File: config.mk
export PLATFORM = sky130hd
export DESIGN_NAME = slp_ctrl
export DESIGN_NICKNAME = d
export VERILOG_FILES = /design/src/common/slp_pkg.sv /design/src/slp_ctrl.sv /design/src/slp_clk_gate.sv
export SDC_FILE = /design/constraint.sdc
export NUM_CORES = 1
export LEC_CHECK = 0
export ABC_AREA = 0
export BUFFER_PORTS_ARGS = -buffer_cell sky130_fd_sc_hd__buf_2
export CORE_MARGIN = 5
export CORE_UTILIZATION = 45
export CTS_BUF_LIST = sky130_fd_sc_hd__clkbuf_4
export DETAILED_ROUTE_END_ITERATION = 12
export MAX_ROUTING_LAYER = met4
export PLACE_DENSITY = 0.66
export SLEW_MARGIN = 20
export SYNTH_ARGS = -nofsm -noshare
export SYNTH_HDL_FRONTEND = slang
export SYNTH_SLANG_ARGS = --single-unit
File: constraint.sdc
create_clock -name CLK -period 2.25 [get_ports CLK]
set_input_delay 0.45 -clock CLK [delete_from_list [all_inputs] [get_ports CLK]]
set_output_delay 0.45 -clock CLK [all_outputs]
set_load 0.02 [all_outputs]
File: src/common/slp_pkg.sv
package slp_pkg;

  // ----------------------------------------------------------------
  // Register map and field positions
  // ----------------------------------------------------------------
  localparam int          ADDR_W      = 4;
  localparam int          DATA_W      = 8;
  localparam logic [3:0]  MCR_ADDR    = 4'h0;   // mcu_control_reg
  localparam logic [3:0]  PCS_ADDR    = 4'h1;   // peripheral_clock_stop_reg
  localparam logic [3:0]  CMP_ADDR    = 4'h2;   // comparator_ctrl_status_reg
  localparam logic [3:0]  STAT_ADDR   = 4'h3;   // controller status, read only
  localparam int          MCR_BROWNOUT_SLEEP_OFF    = 7;      // brownout_sleep_off
  localparam int          MCR_ARM     = 5;      // sleep_arm
  localparam int          MCR_SEL_LO  = 3;      // sleep_select[1:0] at 4:3
  localparam int          MCR_UNLK    = 2;      // brownout_sleep_unlock
  localparam int          CMP_OFF     = 7;      // comparator_off
  localparam int          NUM_PERIPH  = 4;
  localparam int          PCS_CONV    = 0;      // converter stop bit
  localparam int          PCS_SER     = 1;      // universal serial interface
  localparam int          PCS_T8      = 2;      // 8-bit timer
  localparam int          PCS_T16     = 3;      // 16-bit timer
  localparam int          NUM_DOM     = 4;
  localparam int          DOM_CORE    = 0;
  localparam int          DOM_FLASH   = 1;
  localparam int          DOM_IO      = 2;
  localparam int          DOM_CONV    = 3;

  // ----------------------------------------------------------------
  // Timing
  // ----------------------------------------------------------------
  localparam int          CLK_PERIOD_NS = 5;
  localparam int          BOD_WAKE_NS   = 60000;
  localparam int          BOD_WAKE_CYC  = BOD_WAKE_NS / CLK_PERIOD_NS;
  localparam int          DEF_START_CYC = 16;
  localparam logic [2:0]  UNLOCK_WIN    = 3'h4;
  localparam logic [2:0]  BROWNOUT_SLEEP_OFF_DLY      = 3'h3;
  localparam logic [2:0]  BROWNOUT_SLEEP_OFF_HOLD     = 3'h3;
  localparam logic [15:0] STBY_WAKE_CYC = 16'h0006;
  localparam logic [15:0] IRQ_HALT_CYC  = 16'h0004;

  // ----------------------------------------------------------------
  // Types
  // ----------------------------------------------------------------
  typedef enum logic [1:0] {
    MODE_IDLE  = 2'h0,
    MODE_NOISE = 2'h1,
    MODE_PDOWN = 2'h2,
    MODE_STBY  = 2'h3
  } slp_mode_t;

  typedef enum logic [1:0] {ST_ACTIVE, ST_SLEEP, ST_WAKE} slp_state_t;

  typedef struct packed {
    logic reset_req;   // external, watchdog or brown-out reset request
    logic ext_irq;     // ext_irq_line interrupt pending and enabled
    logic ext_level;   // ext_irq_line configured as level interrupt
    logic pin_chg;
    logic nvm_rdy;
    logic conv_done;
    logic other_io;
    logic wdt_irq;
  } slp_wake_t;

  typedef struct packed {
    slp_state_t  state;
    slp_mode_t   mode;
    logic        arm;
    logic [1:0]  sel;
    logic [2:0]  unlock_cnt;
    logic [2:0]  brownout_sleep_off_dly;
    logic [2:0]  brownout_sleep_off_hold;
    logic        brownout_sleep_off_latched;
    logic        by_reset;
    logic [15:0] wake_cnt;
    logic [3:0]  pcs;
    logic        cmp_off;
    logic        conv_start;
    logic        resume_irq;
    logic        resume_reset;
    logic [7:0]  rdata;
  } slp_regs_t;

  localparam slp_regs_t SLP_REGS_RST = '0;

endpackage : slp_pkg

File: src/slp_ctrl.sv
// Functional notes
// - Sleep only when armed at sleep instruction
// - Idle stops core and flash clocks
// - Idle wakes on every enabled interrupt
// - Noise mode also stops io clock
// - Noise mode wakes on listed sources only
// - Idle or noise entry starts conversion
// - Power-down stops oscillator and all domains
// - Power-down wakes on resets, level, pin, watchdog
// - Deep modes: ext line wakes only level-configured
// - Standby keeps oscillator, wakes in six cycles
// - Interrupt wake halts core four extra cycles
// - Sleep leaves register file and memory intact
// - Reset during sleep restarts at reset vector
// - Detector off in deep sleep when bit set
// - Detector off at entry, on at wake
// - Detector-off wake delay about 60 us
// - Detector-off bit changes only via unlock
// - Unlock window four, effect three, hold three
// - Stopped peripheral frozen, registers blocked
// - Clearing stop bit resumes peripheral unchanged
// - Peripheral stop acts in active and idle
// - Stop bits: timer16, timer8, serial, converter

`timescale 1ns/1ps

module slp_ctrl #(
  parameter int          BOD_WAKE_CYC = slp_pkg::BOD_WAKE_CYC,
  parameter logic [15:0] START_CYC    = 16'(slp_pkg::DEF_START_CYC)
) (
  input  wire logic                          CLK,
  input  wire logic                          RST_N,
  input  wire logic [slp_pkg::ADDR_W-1:0]    ADDR,
  input  wire logic [slp_pkg::DATA_W-1:0]    WDATA,
  input  wire logic                          WR,
  input  wire logic                          RD,
  output      logic [slp_pkg::DATA_W-1:0]    RDATA,
  input  wire logic                          SLEEP_INSTR,
  input  wire logic                          CRYSTAL_SEL,
  input  wire logic                          CONV_ENABLED,
  input  wire slp_pkg::slp_wake_t            WAKE_SRC,
  output      logic [slp_pkg::NUM_DOM-1:0]   DOM_CLK,
  output      logic [slp_pkg::NUM_PERIPH-1:0] PERIPH_CLK,
  output      logic [slp_pkg::NUM_PERIPH-1:0] PERIPH_REG_BLOCK,
  output      logic                          OSC_EN,
  output      logic                          CORE_HALT,
  output      logic                          CONV_START,
  output      logic                          DETECTOR_EN,
  output      logic                          COMP_OFF,
  output      logic                          RESUME_IRQ,
  output      logic                          RESUME_RESET
);

  // ------------------------------------------------------------------
  // State
  // ------------------------------------------------------------------
  slp_pkg::slp_regs_t                   r_ff;
  slp_pkg::slp_regs_t                   nxt_r;
  logic [slp_pkg::NUM_DOM-1:0]          dom_en;
  logic [slp_pkg::NUM_PERIPH-1:0]       per_en;
  logic                                 deep_mode;
  logic                                 brownout_sleep_off_active;
  logic                                 wake_irq;
  logic                                 ext_ok;
  logic [15:0]                          wake_base;
  slp_pkg::slp_mode_t                   entry_mode;
  logic                                 wr_mcr;
  logic                                 wr_brownout_sleep_off;
  logic                                 wr_unlk;

  // ------------------------------------------------------------------
  // Helper decode
  // ------------------------------------------------------------------

  // Power-down and standby are the modes where the detector may drop.
  assign deep_mode   = (r_ff.mode == slp_pkg::MODE_PDOWN) ||
                       (r_ff.mode == slp_pkg::MODE_STBY);
  assign brownout_sleep_off_active = (r_ff.brownout_sleep_off_hold != 3'h0);

  // Outside idle, an edge-configured external line must not wake us.
  assign ext_ok = WAKE_SRC.ext_irq &&
                  ((r_ff.mode == slp_pkg::MODE_IDLE) || WAKE_SRC.ext_level);

  // Per-mode wake mask for interrupt sources; resets are handled apart.
  always_comb begin
    wake_irq = 1'b0;
    unique case (r_ff.mode)
      slp_pkg::MODE_IDLE: begin
        wake_irq = ext_ok || WAKE_SRC.pin_chg || WAKE_SRC.nvm_rdy ||
                   WAKE_SRC.conv_done || WAKE_SRC.other_io ||
                   WAKE_SRC.wdt_irq;
      end
      slp_pkg::MODE_NOISE: begin
        wake_irq = ext_ok || WAKE_SRC.pin_chg || WAKE_SRC.nvm_rdy ||
                   WAKE_SRC.conv_done || WAKE_SRC.wdt_irq;
      end
      slp_pkg::MODE_PDOWN, slp_pkg::MODE_STBY: begin
        wake_irq = ext_ok || WAKE_SRC.pin_chg || WAKE_SRC.wdt_irq;
      end
    endcase
  end

  // A level source is only seen while it is held; a short pulse that
  // ends before this sample is lost, which the source must avoid.

  // Start-up length: the detector restart dominates, then standby's
  // short restart, otherwise the oscillator start-up time.
  always_comb begin
    if (r_ff.brownout_sleep_off_latched) begin
      wake_base = 16'(BOD_WAKE_CYC);
    end else if (r_ff.mode == slp_pkg::MODE_STBY) begin
      wake_base = slp_pkg::STBY_WAKE_CYC;
    end else begin
      wake_base = START_CYC;
    end
  end

  // Standby needs a crystal; without one the oscillator cannot be
  // trusted to idle usefully, so the request degrades to power-down.
  always_comb begin
    entry_mode = slp_pkg::slp_mode_t'(r_ff.sel);
    if ((r_ff.sel == slp_pkg::MODE_STBY) && !CRYSTAL_SEL) begin
      entry_mode = slp_pkg::MODE_PDOWN;
    end
  end

  assign wr_mcr  = WR && (ADDR == slp_pkg::MCR_ADDR);
  assign wr_brownout_sleep_off = WDATA[slp_pkg::MCR_BROWNOUT_SLEEP_OFF];
  assign wr_unlk = WDATA[slp_pkg::MCR_UNLK];

  // ------------------------------------------------------------------
  // Next-state logic
  // ------------------------------------------------------------------
  always_comb begin
    nxt_r              = r_ff;
    nxt_r.conv_start   = 1'b0;
    nxt_r.resume_irq   = 1'b0;
    nxt_r.resume_reset = 1'b0;
    nxt_r.rdata        = '0;

    // Timed unlock counters run down on every cycle.
    if (r_ff.unlock_cnt != 3'h0) begin
      nxt_r.unlock_cnt = r_ff.unlock_cnt - 3'h1;
    end
    if (r_ff.brownout_sleep_off_hold != 3'h0) begin
      nxt_r.brownout_sleep_off_hold = r_ff.brownout_sleep_off_hold - 3'h1;
    end
    if (r_ff.brownout_sleep_off_dly != 3'h0) begin
      nxt_r.brownout_sleep_off_dly = r_ff.brownout_sleep_off_dly - 3'h1;
      if (r_ff.brownout_sleep_off_dly == 3'h1) begin
        nxt_r.brownout_sleep_off_hold = slp_pkg::BROWNOUT_SLEEP_OFF_HOLD;
      end
    end

    // Register writes. Arm and mode select are plain bits; the
    // detector-off bit only moves through the two-step sequence.
    if (wr_mcr) begin
      nxt_r.arm = WDATA[slp_pkg::MCR_ARM];
      nxt_r.sel = WDATA[slp_pkg::MCR_SEL_LO +: 2];
      if (wr_brownout_sleep_off && wr_unlk) begin
        nxt_r.unlock_cnt = slp_pkg::UNLOCK_WIN;
      end else if (wr_brownout_sleep_off && (r_ff.unlock_cnt != 3'h0)) begin
        nxt_r.unlock_cnt = 3'h0;
        nxt_r.brownout_sleep_off_dly   = slp_pkg::BROWNOUT_SLEEP_OFF_DLY;
      end
    end
    if (WR && (ADDR == slp_pkg::PCS_ADDR)) begin
      nxt_r.pcs = WDATA[slp_pkg::NUM_PERIPH-1:0];
    end
    if (WR && (ADDR == slp_pkg::CMP_ADDR)) begin
      nxt_r.cmp_off = WDATA[slp_pkg::CMP_OFF];
    end

    // Register reads: answer lands in the cycle after the strobe.
    if (RD) begin
      unique case (ADDR)
        slp_pkg::MCR_ADDR: begin
          nxt_r.rdata[slp_pkg::MCR_BROWNOUT_SLEEP_OFF]        = brownout_sleep_off_active;
          nxt_r.rdata[slp_pkg::MCR_ARM]         = r_ff.arm;
          nxt_r.rdata[slp_pkg::MCR_SEL_LO +: 2] = r_ff.sel;
          nxt_r.rdata[slp_pkg::MCR_UNLK]        = (r_ff.unlock_cnt != 3'h0);
        end
        slp_pkg::PCS_ADDR: begin
          nxt_r.rdata[slp_pkg::NUM_PERIPH-1:0] = r_ff.pcs;
        end
        slp_pkg::CMP_ADDR: begin
          nxt_r.rdata[slp_pkg::CMP_OFF] = r_ff.cmp_off;
        end
        slp_pkg::STAT_ADDR: begin
          nxt_r.rdata = {r_ff.state, r_ff.mode, r_ff.brownout_sleep_off_latched,
                         DETECTOR_EN, 2'h0};
        end
        default: begin
          nxt_r.rdata = '0;
        end
      endcase
    end

    // Sleep sequencing. Nothing here touches core storage: the core is
    // only stopped, so its register file and memory keep their contents.
    unique case (r_ff.state)
      slp_pkg::ST_ACTIVE: begin
        if (SLEEP_INSTR && r_ff.arm) begin
          nxt_r.state        = slp_pkg::ST_SLEEP;
          nxt_r.mode         = entry_mode;
          nxt_r.brownout_sleep_off_latched = brownout_sleep_off_active &&
                               ((entry_mode == slp_pkg::MODE_PDOWN) ||
                                (entry_mode == slp_pkg::MODE_STBY));
          nxt_r.conv_start   = CONV_ENABLED &&
                               ((entry_mode == slp_pkg::MODE_IDLE) ||
                                (entry_mode == slp_pkg::MODE_NOISE));
        end
      end
      slp_pkg::ST_SLEEP: begin
        if (WAKE_SRC.reset_req) begin
          nxt_r.state        = slp_pkg::ST_WAKE;
          nxt_r.by_reset     = 1'b1;
          nxt_r.wake_cnt     = wake_base;
          nxt_r.brownout_sleep_off_latched = 1'b0;
        end else if (wake_irq) begin
          nxt_r.state        = slp_pkg::ST_WAKE;
          nxt_r.by_reset     = 1'b0;
          nxt_r.wake_cnt     = wake_base + slp_pkg::IRQ_HALT_CYC;
          nxt_r.brownout_sleep_off_latched = 1'b0;
        end
      end
      slp_pkg::ST_WAKE: begin
        // A reset arriving during start-up still forces the vector.
        if (WAKE_SRC.reset_req) begin
          nxt_r.by_reset = 1'b1;
        end
        if (r_ff.wake_cnt <= 16'h0001) begin
          nxt_r.state        = slp_pkg::ST_ACTIVE;
          nxt_r.wake_cnt     = 16'h0000;
          nxt_r.resume_reset = r_ff.by_reset || WAKE_SRC.reset_req;
          nxt_r.resume_irq   = !(r_ff.by_reset || WAKE_SRC.reset_req);
        end else begin
          nxt_r.wake_cnt = r_ff.wake_cnt - 16'h0001;
        end
      end
      default: begin
        nxt_r.state = slp_pkg::ST_ACTIVE;
      end
    endcase
  end

  // ------------------------------------------------------------------
  // State register
  // ------------------------------------------------------------------
  always_ff @(posedge CLK or negedge RST_N) begin
    if (!RST_N) begin
      r_ff <= slp_pkg::SLP_REGS_RST;
    end else begin
      r_ff <= nxt_r;
    end
  end

  // ------------------------------------------------------------------
  // Clock domain enables
  // ------------------------------------------------------------------

  // Core and flash run only when active, so the core stays stopped for
  // the whole start-up count. Io and converter clocks restart at wake
  // so the peripherals are live before the core resumes.
  always_comb begin
    dom_en = '1;
    if (r_ff.state != slp_pkg::ST_ACTIVE) begin
      dom_en[slp_pkg::DOM_CORE]  = 1'b0;
      dom_en[slp_pkg::DOM_FLASH] = 1'b0;
    end
    if (r_ff.state == slp_pkg::ST_SLEEP) begin
      dom_en[slp_pkg::DOM_IO]   = (r_ff.mode == slp_pkg::MODE_IDLE);
      dom_en[slp_pkg::DOM_CONV] = (r_ff.mode == slp_pkg::MODE_IDLE) ||
                                  (r_ff.mode == slp_pkg::MODE_NOISE);
    end
  end

  // Oscillator stops only in power-down; standby keeps it for a fast
  // restart at the cost of its running current.
  assign OSC_EN = !((r_ff.state == slp_pkg::ST_SLEEP) &&
                    (r_ff.mode == slp_pkg::MODE_PDOWN));

  // Detector drops as soon as the sleep state is entered and returns
  // on the first wake cycle.
  assign DETECTOR_EN = !((r_ff.state == slp_pkg::ST_SLEEP) &&
                         r_ff.brownout_sleep_off_latched && deep_mode);

  // ------------------------------------------------------------------
  // Domain and peripheral clock gates
  // ------------------------------------------------------------------

  // Each peripheral clock hangs off its parent domain, so in the deeper
  // modes it is stopped anyway and its stop bit has no extra effect.
  // Freezing the clock rather than resetting keeps peripheral state, so
  // a cleared stop bit resumes exactly where it left off.
  always_comb begin
    per_en = '0;
    for (int i = 0; i < slp_pkg::NUM_PERIPH; i++) begin
      if (i == slp_pkg::PCS_CONV) begin
        per_en[i] = !r_ff.pcs[i] && dom_en[slp_pkg::DOM_CONV];
      end else begin
        per_en[i] = !r_ff.pcs[i] && dom_en[slp_pkg::DOM_IO];
      end
    end
  end

  genvar g;
  generate
    for (g = 0; g < slp_pkg::NUM_DOM; g++) begin : g_dom
      slp_clk_gate u_gate (
        .clk   (CLK),
        .rst_n (RST_N),
        .en    (dom_en[g]),
        .gclk  (DOM_CLK[g])
      );
    end
    for (g = 0; g < slp_pkg::NUM_PERIPH; g++) begin : g_per
      slp_clk_gate u_gate (
        .clk   (CLK),
        .rst_n (RST_N),
        .en    (per_en[g]),
        .gclk  (PERIPH_CLK[g])
      );
    end
  endgenerate

  // ------------------------------------------------------------------
  // Outputs
  // ------------------------------------------------------------------

  // Register access to a stopped peripheral is blocked by its bus glue.
  // Software should disable the peripheral first; nothing here checks.
  assign PERIPH_REG_BLOCK = r_ff.pcs;
  assign COMP_OFF         = r_ff.cmp_off;
  assign CORE_HALT        = (r_ff.state != slp_pkg::ST_ACTIVE);
  assign CONV_START       = r_ff.conv_start;
  assign RESUME_IRQ       = r_ff.resume_irq;
  assign RESUME_RESET     = r_ff.resume_reset;
  assign RDATA            = r_ff.rdata;

endmodule : slp_ctrl

File: src/slp_clk_gate.sv
`timescale 1ns/1ps

// --------------------------------------------------------------------
// Glitch-free clock gate
// --------------------------------------------------------------------
module slp_clk_gate (
  input  wire logic clk,
  input  wire logic rst_n,
  input  wire logic en,
  output      logic gclk
);

  logic en_ff;

  // The enable changes only while the clock is low, so the AND never
  // sees a change during a high phase and cannot cut a pulse short.
  always_ff @(negedge clk or negedge rst_n) begin
    if (!rst_n) begin
      en_ff <= 1'b0;
    end else begin
      en_ff <= en;
    end
  end

  // Gated clock; stays low while disabled so the domain freezes.
  assign gclk = clk & en_ff;

endmodule : slp_clk_gate

# Yosys cells after proc, flatten, opt, wreduce, memory -nomap -nowiden
# Cells that the tools add are included.
[classes] n_addsub=5 n_lt_le_gt_ge=1 n_eq_ne=17 n_mux=36 bitwise=8 n_reduce_logical=54
[op_table] op="18-bit 2-to-1 mux" n=2
[op_table] op="17-bit case mux with 2 select lines" n=1
[op_table] op="2-bit 2-to-1 mux" n=9
[op_table] op="6-bit 2-to-1 mux" n=3
[op_table] op="1-bit logical AND" n=17
[op_table] op="16-bit by 3-bit adder with 16-bit output, second input constant" n=1
[op_table] op="16-bit by 1-bit less-or-equal comparator with 1-bit output, second input constant" n=1
[op_table] op="16-bit 2-to-1 mux" n=1
[op_table] op="16-bit by 1-bit subtractor with 16-bit output, second input constant" n=1
[op_table] op="3-bit 2-to-1 mux" n=5
[op_table] op="14-bit 2-to-1 mux" n=1
[op_table] op="1-bit logical OR" n=13
[op_table] op="2-bit == test, second input constant" n=6
[op_table] op="2-bit case mux with 3 select lines" n=2
[op_table] op="3-bit AND reduction" n=3
[op_table] op="3-bit nonzero test" n=3
[op_table] op="3-bit by 1-bit subtractor with 3-bit output, second input constant" n=3
[op_table] op="1-bit bitwise AND" n=8
[op_table] op="4-bit by 2-bit == test with 1-bit output, second input constant" n=2
[op_table] op="1-bit logical NOT" n=8
[op_table] op="8-bit 2-to-1 mux" n=1
[op_table] op="2-bit by 1-bit == test with 1-bit output, second input constant" n=3
[op_table] op="2-bit logical NOT" n=3
[op_table] op="2-bit inequality test, second input constant" n=3
[op_table] op="13 further kinds" n=21
[totals] reg_bits=58 input_bits=27 out_inout_bits=27 word_cells=145

# Longest topological paths before layout
[logic_depth] word_depth=12 mapped_depth=7 depth_no_buf=7

# Hierarchy
# A second synthesis with hierarchy kept.
[hier_totals] hier_cells=317 area_unflattened_um2=3034.2
[by_module_without_submodules] mod="slp_ctrl" n_inst=1 cells_per_inst=301 area_per_inst_um2=2783.9 seq_area_each_um2=1251.2
[by_module_without_submodules] mod="slp_clk_gate" n_inst=8 cells_per_inst=2 area_per_inst_um2=31.3 seq_area_each_um2=25.0

==> impl_results.md <==
* Status: finished, violations left
* Failing checks: negative setup slack
* Fraction of layout cells with a size suffix above 1 at 29.6%
* Hpwl dp at 5250 um
* Top cells by area, synth: dfrtp_1 41%, dfrtn_1 5.7%, buf_4 4.9%
* Filler cells at 606
* Seq/Total Area, Yosys at 46.4%
* CP bufs+invs at 2
* Via count at 2542
* Leak at 1.71 nW
* Wirelength per Cell at 15.7 um
* First-pass GRT wire length at 12500 um
* CP Capture Type: primary output
* Setup Skew at 0.0281 ns
* CP Max Fanout at 2
* Post-synthesis instance total at 324
* Worst setup SP type: register
* Hold Fails Final Rpt at 0
* Crit path kind: reg -> out
* Post-synth EDFFs at 0
* Commonest non-fill, non-tap cell in the layout: dfrtp_1
* Critical path arrival at 2.37 ns
* Avg Inst Size Synth at 9.49 um^2
* Commonest cells after routing, fill and taps aside: 50 x dfrtp_1, 44 x buf_2, 34 x nand2_1
* Vias in the first global route at 2652
* Total Nets Final at 419
* Ys Warns at 0
* Final ANT Viol Nets at 0
* Pwr per Cell Area at 1280 nW/um^2
* Core area at 6720 um^2
* Slowest stage delay, CP at 0.39 ns
* Post-synthesis cell type count at 50
* Max VDD drop at 0.437 mV
* Async S/R FF share, synth at 100%
* GPL Wtd Cong at 0.924
* Post-synthesis cell area at 3080 um^2
* Drt via density at 5.43
* Crit-path slowest cell: dfrtn_1
* Synth Flop Type: dfrtp_1
* Max Cap Viol at 0
* Clk slew on worst S/H paths at 0.10 ns
* Clock Latency Late Sink at 0.52 ns
* Yosys top cell by area: dfrtp_1
* Remaining Overflow, GRT at 0
* Largest net degree at the start of global routing at 34
* Synth-to-Final Area Change at 18.5%
* TritonCTS clock tree: yes
* Final setup violation count at 15
* # rows at 30
* Initial antenna violation count at 0
* Max Slew Vio Count at 0
* Worst setup margin at -0.566 ns
* WP data required at 1.80 ns
* CP delay by family, top: flip-flops
* Initial Utilization at 45.8%
* Worst Tran Pin Value at 0.570 ns
* Setup TNS at -3.85 ns
* DRC Markers at 0
* I/O Pins at 54
* Cells along the critical path: and2_4 -> buf_4 -> buf_6
* Drt pass-1 iters at 6
* Die footprint at 8590 um^2
* Iter 0 DRT Violations at 170
* RSZ-0062 raised after global routing: true
* Antenna diode count at 0
* Port bufs at 52
* Die height at 92.7 um
* GR Util All Layers at 19.8%
* Top cell type's share of synthesized area at 40.7%
* Net Count, Synth at 361
* Slew headroom at 61.6%
* Worst hold path class: in -> reg
* Die Wd at 92.7 um
* WL final at 7330 um
* Post-synthesis register bit count at 57
* Layout Utilization at 54.2%
-- path summary, 6_finish.rpt --
check	startpoint	endpoint	slack, ns	depth (start not counted)
hold / removal	WDATA[1]	PERIPH_REG_BLOCK[1]$_DFFE_PN0P_	0.15	2
hold reg to reg	r_ff[32]$_DFFE_PN0P_	RESUME_IRQ$_DFF_PN0_	0.47	1
max in group asynchronous	RST_N	g_dom[3].u_gate.en_ff$_DFF_NN0_	0.48	2
setup reg to reg	r_ff[49]$_DFFE_PN0P_	g_per[0].u_gate.en_ff$_DFF_NN0_	0.11	4
min in group asynchronous	RST_N	PERIPH_REG_BLOCK[1]$_DFFE_PN0P_	0.42	2
setup / recovery	g_dom[0].u_gate.en_ff$_DFF_NN0_	DOM_CLK[0]	-0.57	3
-- report_power, final --
| group | switching (W) | leakage, nW | internal [W] |
|---|---|---|---|
| Clock | 0.000724 | 0.181 | 0.000821 |
| Sequential | 0.000275 | 0.705 | 0.00132 |
| Combinational | 0.000903 | 0.827 | 0.000635 |
-- per-stage QoR --
stage	instances	power [W]	hold WS (ns)	setup WS [ns]	cell area (um^2)
after global routing	468	0.00506	0.127	-0.623	3640
after detailed placement	443	0.00346	0.399	0.0504	3360
after floorplan	324	0.00306	0.154	0.0628	3080
after global placement	443	0.00339	0.388	0.0539	3360
final	468	0.00468	0.153	-0.566	3640
after CTS	467	0.00469	0.134	-0.612	3620
-- routing by layer --
metal	vias to the layer above	GRT usage (%)	routed length, um
met3	18	6.17	527
met1	1189	24.4	3270
met2	87	27.2	3340
met4	0	14.9	189
met5	-	-	0
li1	1248	-	-
-- cells in the mapped netlist, types with 8 or more instances --
| cell type | n |
|---|---|
| dfrtp_1 | 50 |
| nand2_1 | 34 |
| nor2_1 | 33 |
| buf_4 | 20 |
| o21ai_0 | 16 |
| a21oi_1 | 14 |
| inv_1 | 14 |
| nand3_1 | 13 |
| and2_1 | 10 |
| ha_1 | 10 |
| nor3_1 | 9 |
| mux2_2 | 8 |
-- sequential cells by signal (all words and copies together) (netlist names), 3 cells and up --
name / flops
r_ff: 34
RDATA: 8
PERIPH_REG_BLOCK: 4
g_per.u_gate.en_ff: 4
g_dom.u_gate.en_ff: 3
-- kinds of logic (layout without fill, tap and decap cells) --
group                    Yosys count  after routing  synth area share [%]
multiplexers                      13             13                  4.56
XOR/XNOR                           6              6                  1.71
AND/OR/NAND/NOR                  140            140                  24.0
AO/OA/AOI/OAI                     58             58                  12.0
flip-flops                        57             57                  46.4
adder cells (fa/ha/maj)           10             10                  4.07
buffers and inverters             40            104                  7.32
-- worst register-to-register path: stages, from the launching register on --
cell     delay, ns
dfrtp_1       0.40
buf_4         0.15
nor2b_4       0.12
buf_4         0.12
a21oi_1       0.05
-- repair_timing --
action                     4_1_cts  5_1_grt
resized for setup               23        6
buffers inserted                 0        1
setup endpoints to repair       16       20
pin swaps                        6        0
hold buffers                     1        0
hold endpoints to repair         9        0
-- area by class of cell --
| class | count | area, um^2 | area share, % |
|---|---|---|---|
| Tap cell | 80 | 100 | 2.75 |
| Multi-Input combinational cell | 227 | 1450 | 39.8 |
| Sequential cell | 57 | 1430 | 39.1 |
| Clock buffer | 24 | 216 | 5.94 |
| Timing Repair Buffer | 59 | 335 | 9.20 |
| Clock inverter | 7 | 61.3 | 1.68 |
| Inverter | 14 | 52.6 | 1.44 |
No activity file was read; power rests on OpenSTA's default activity.
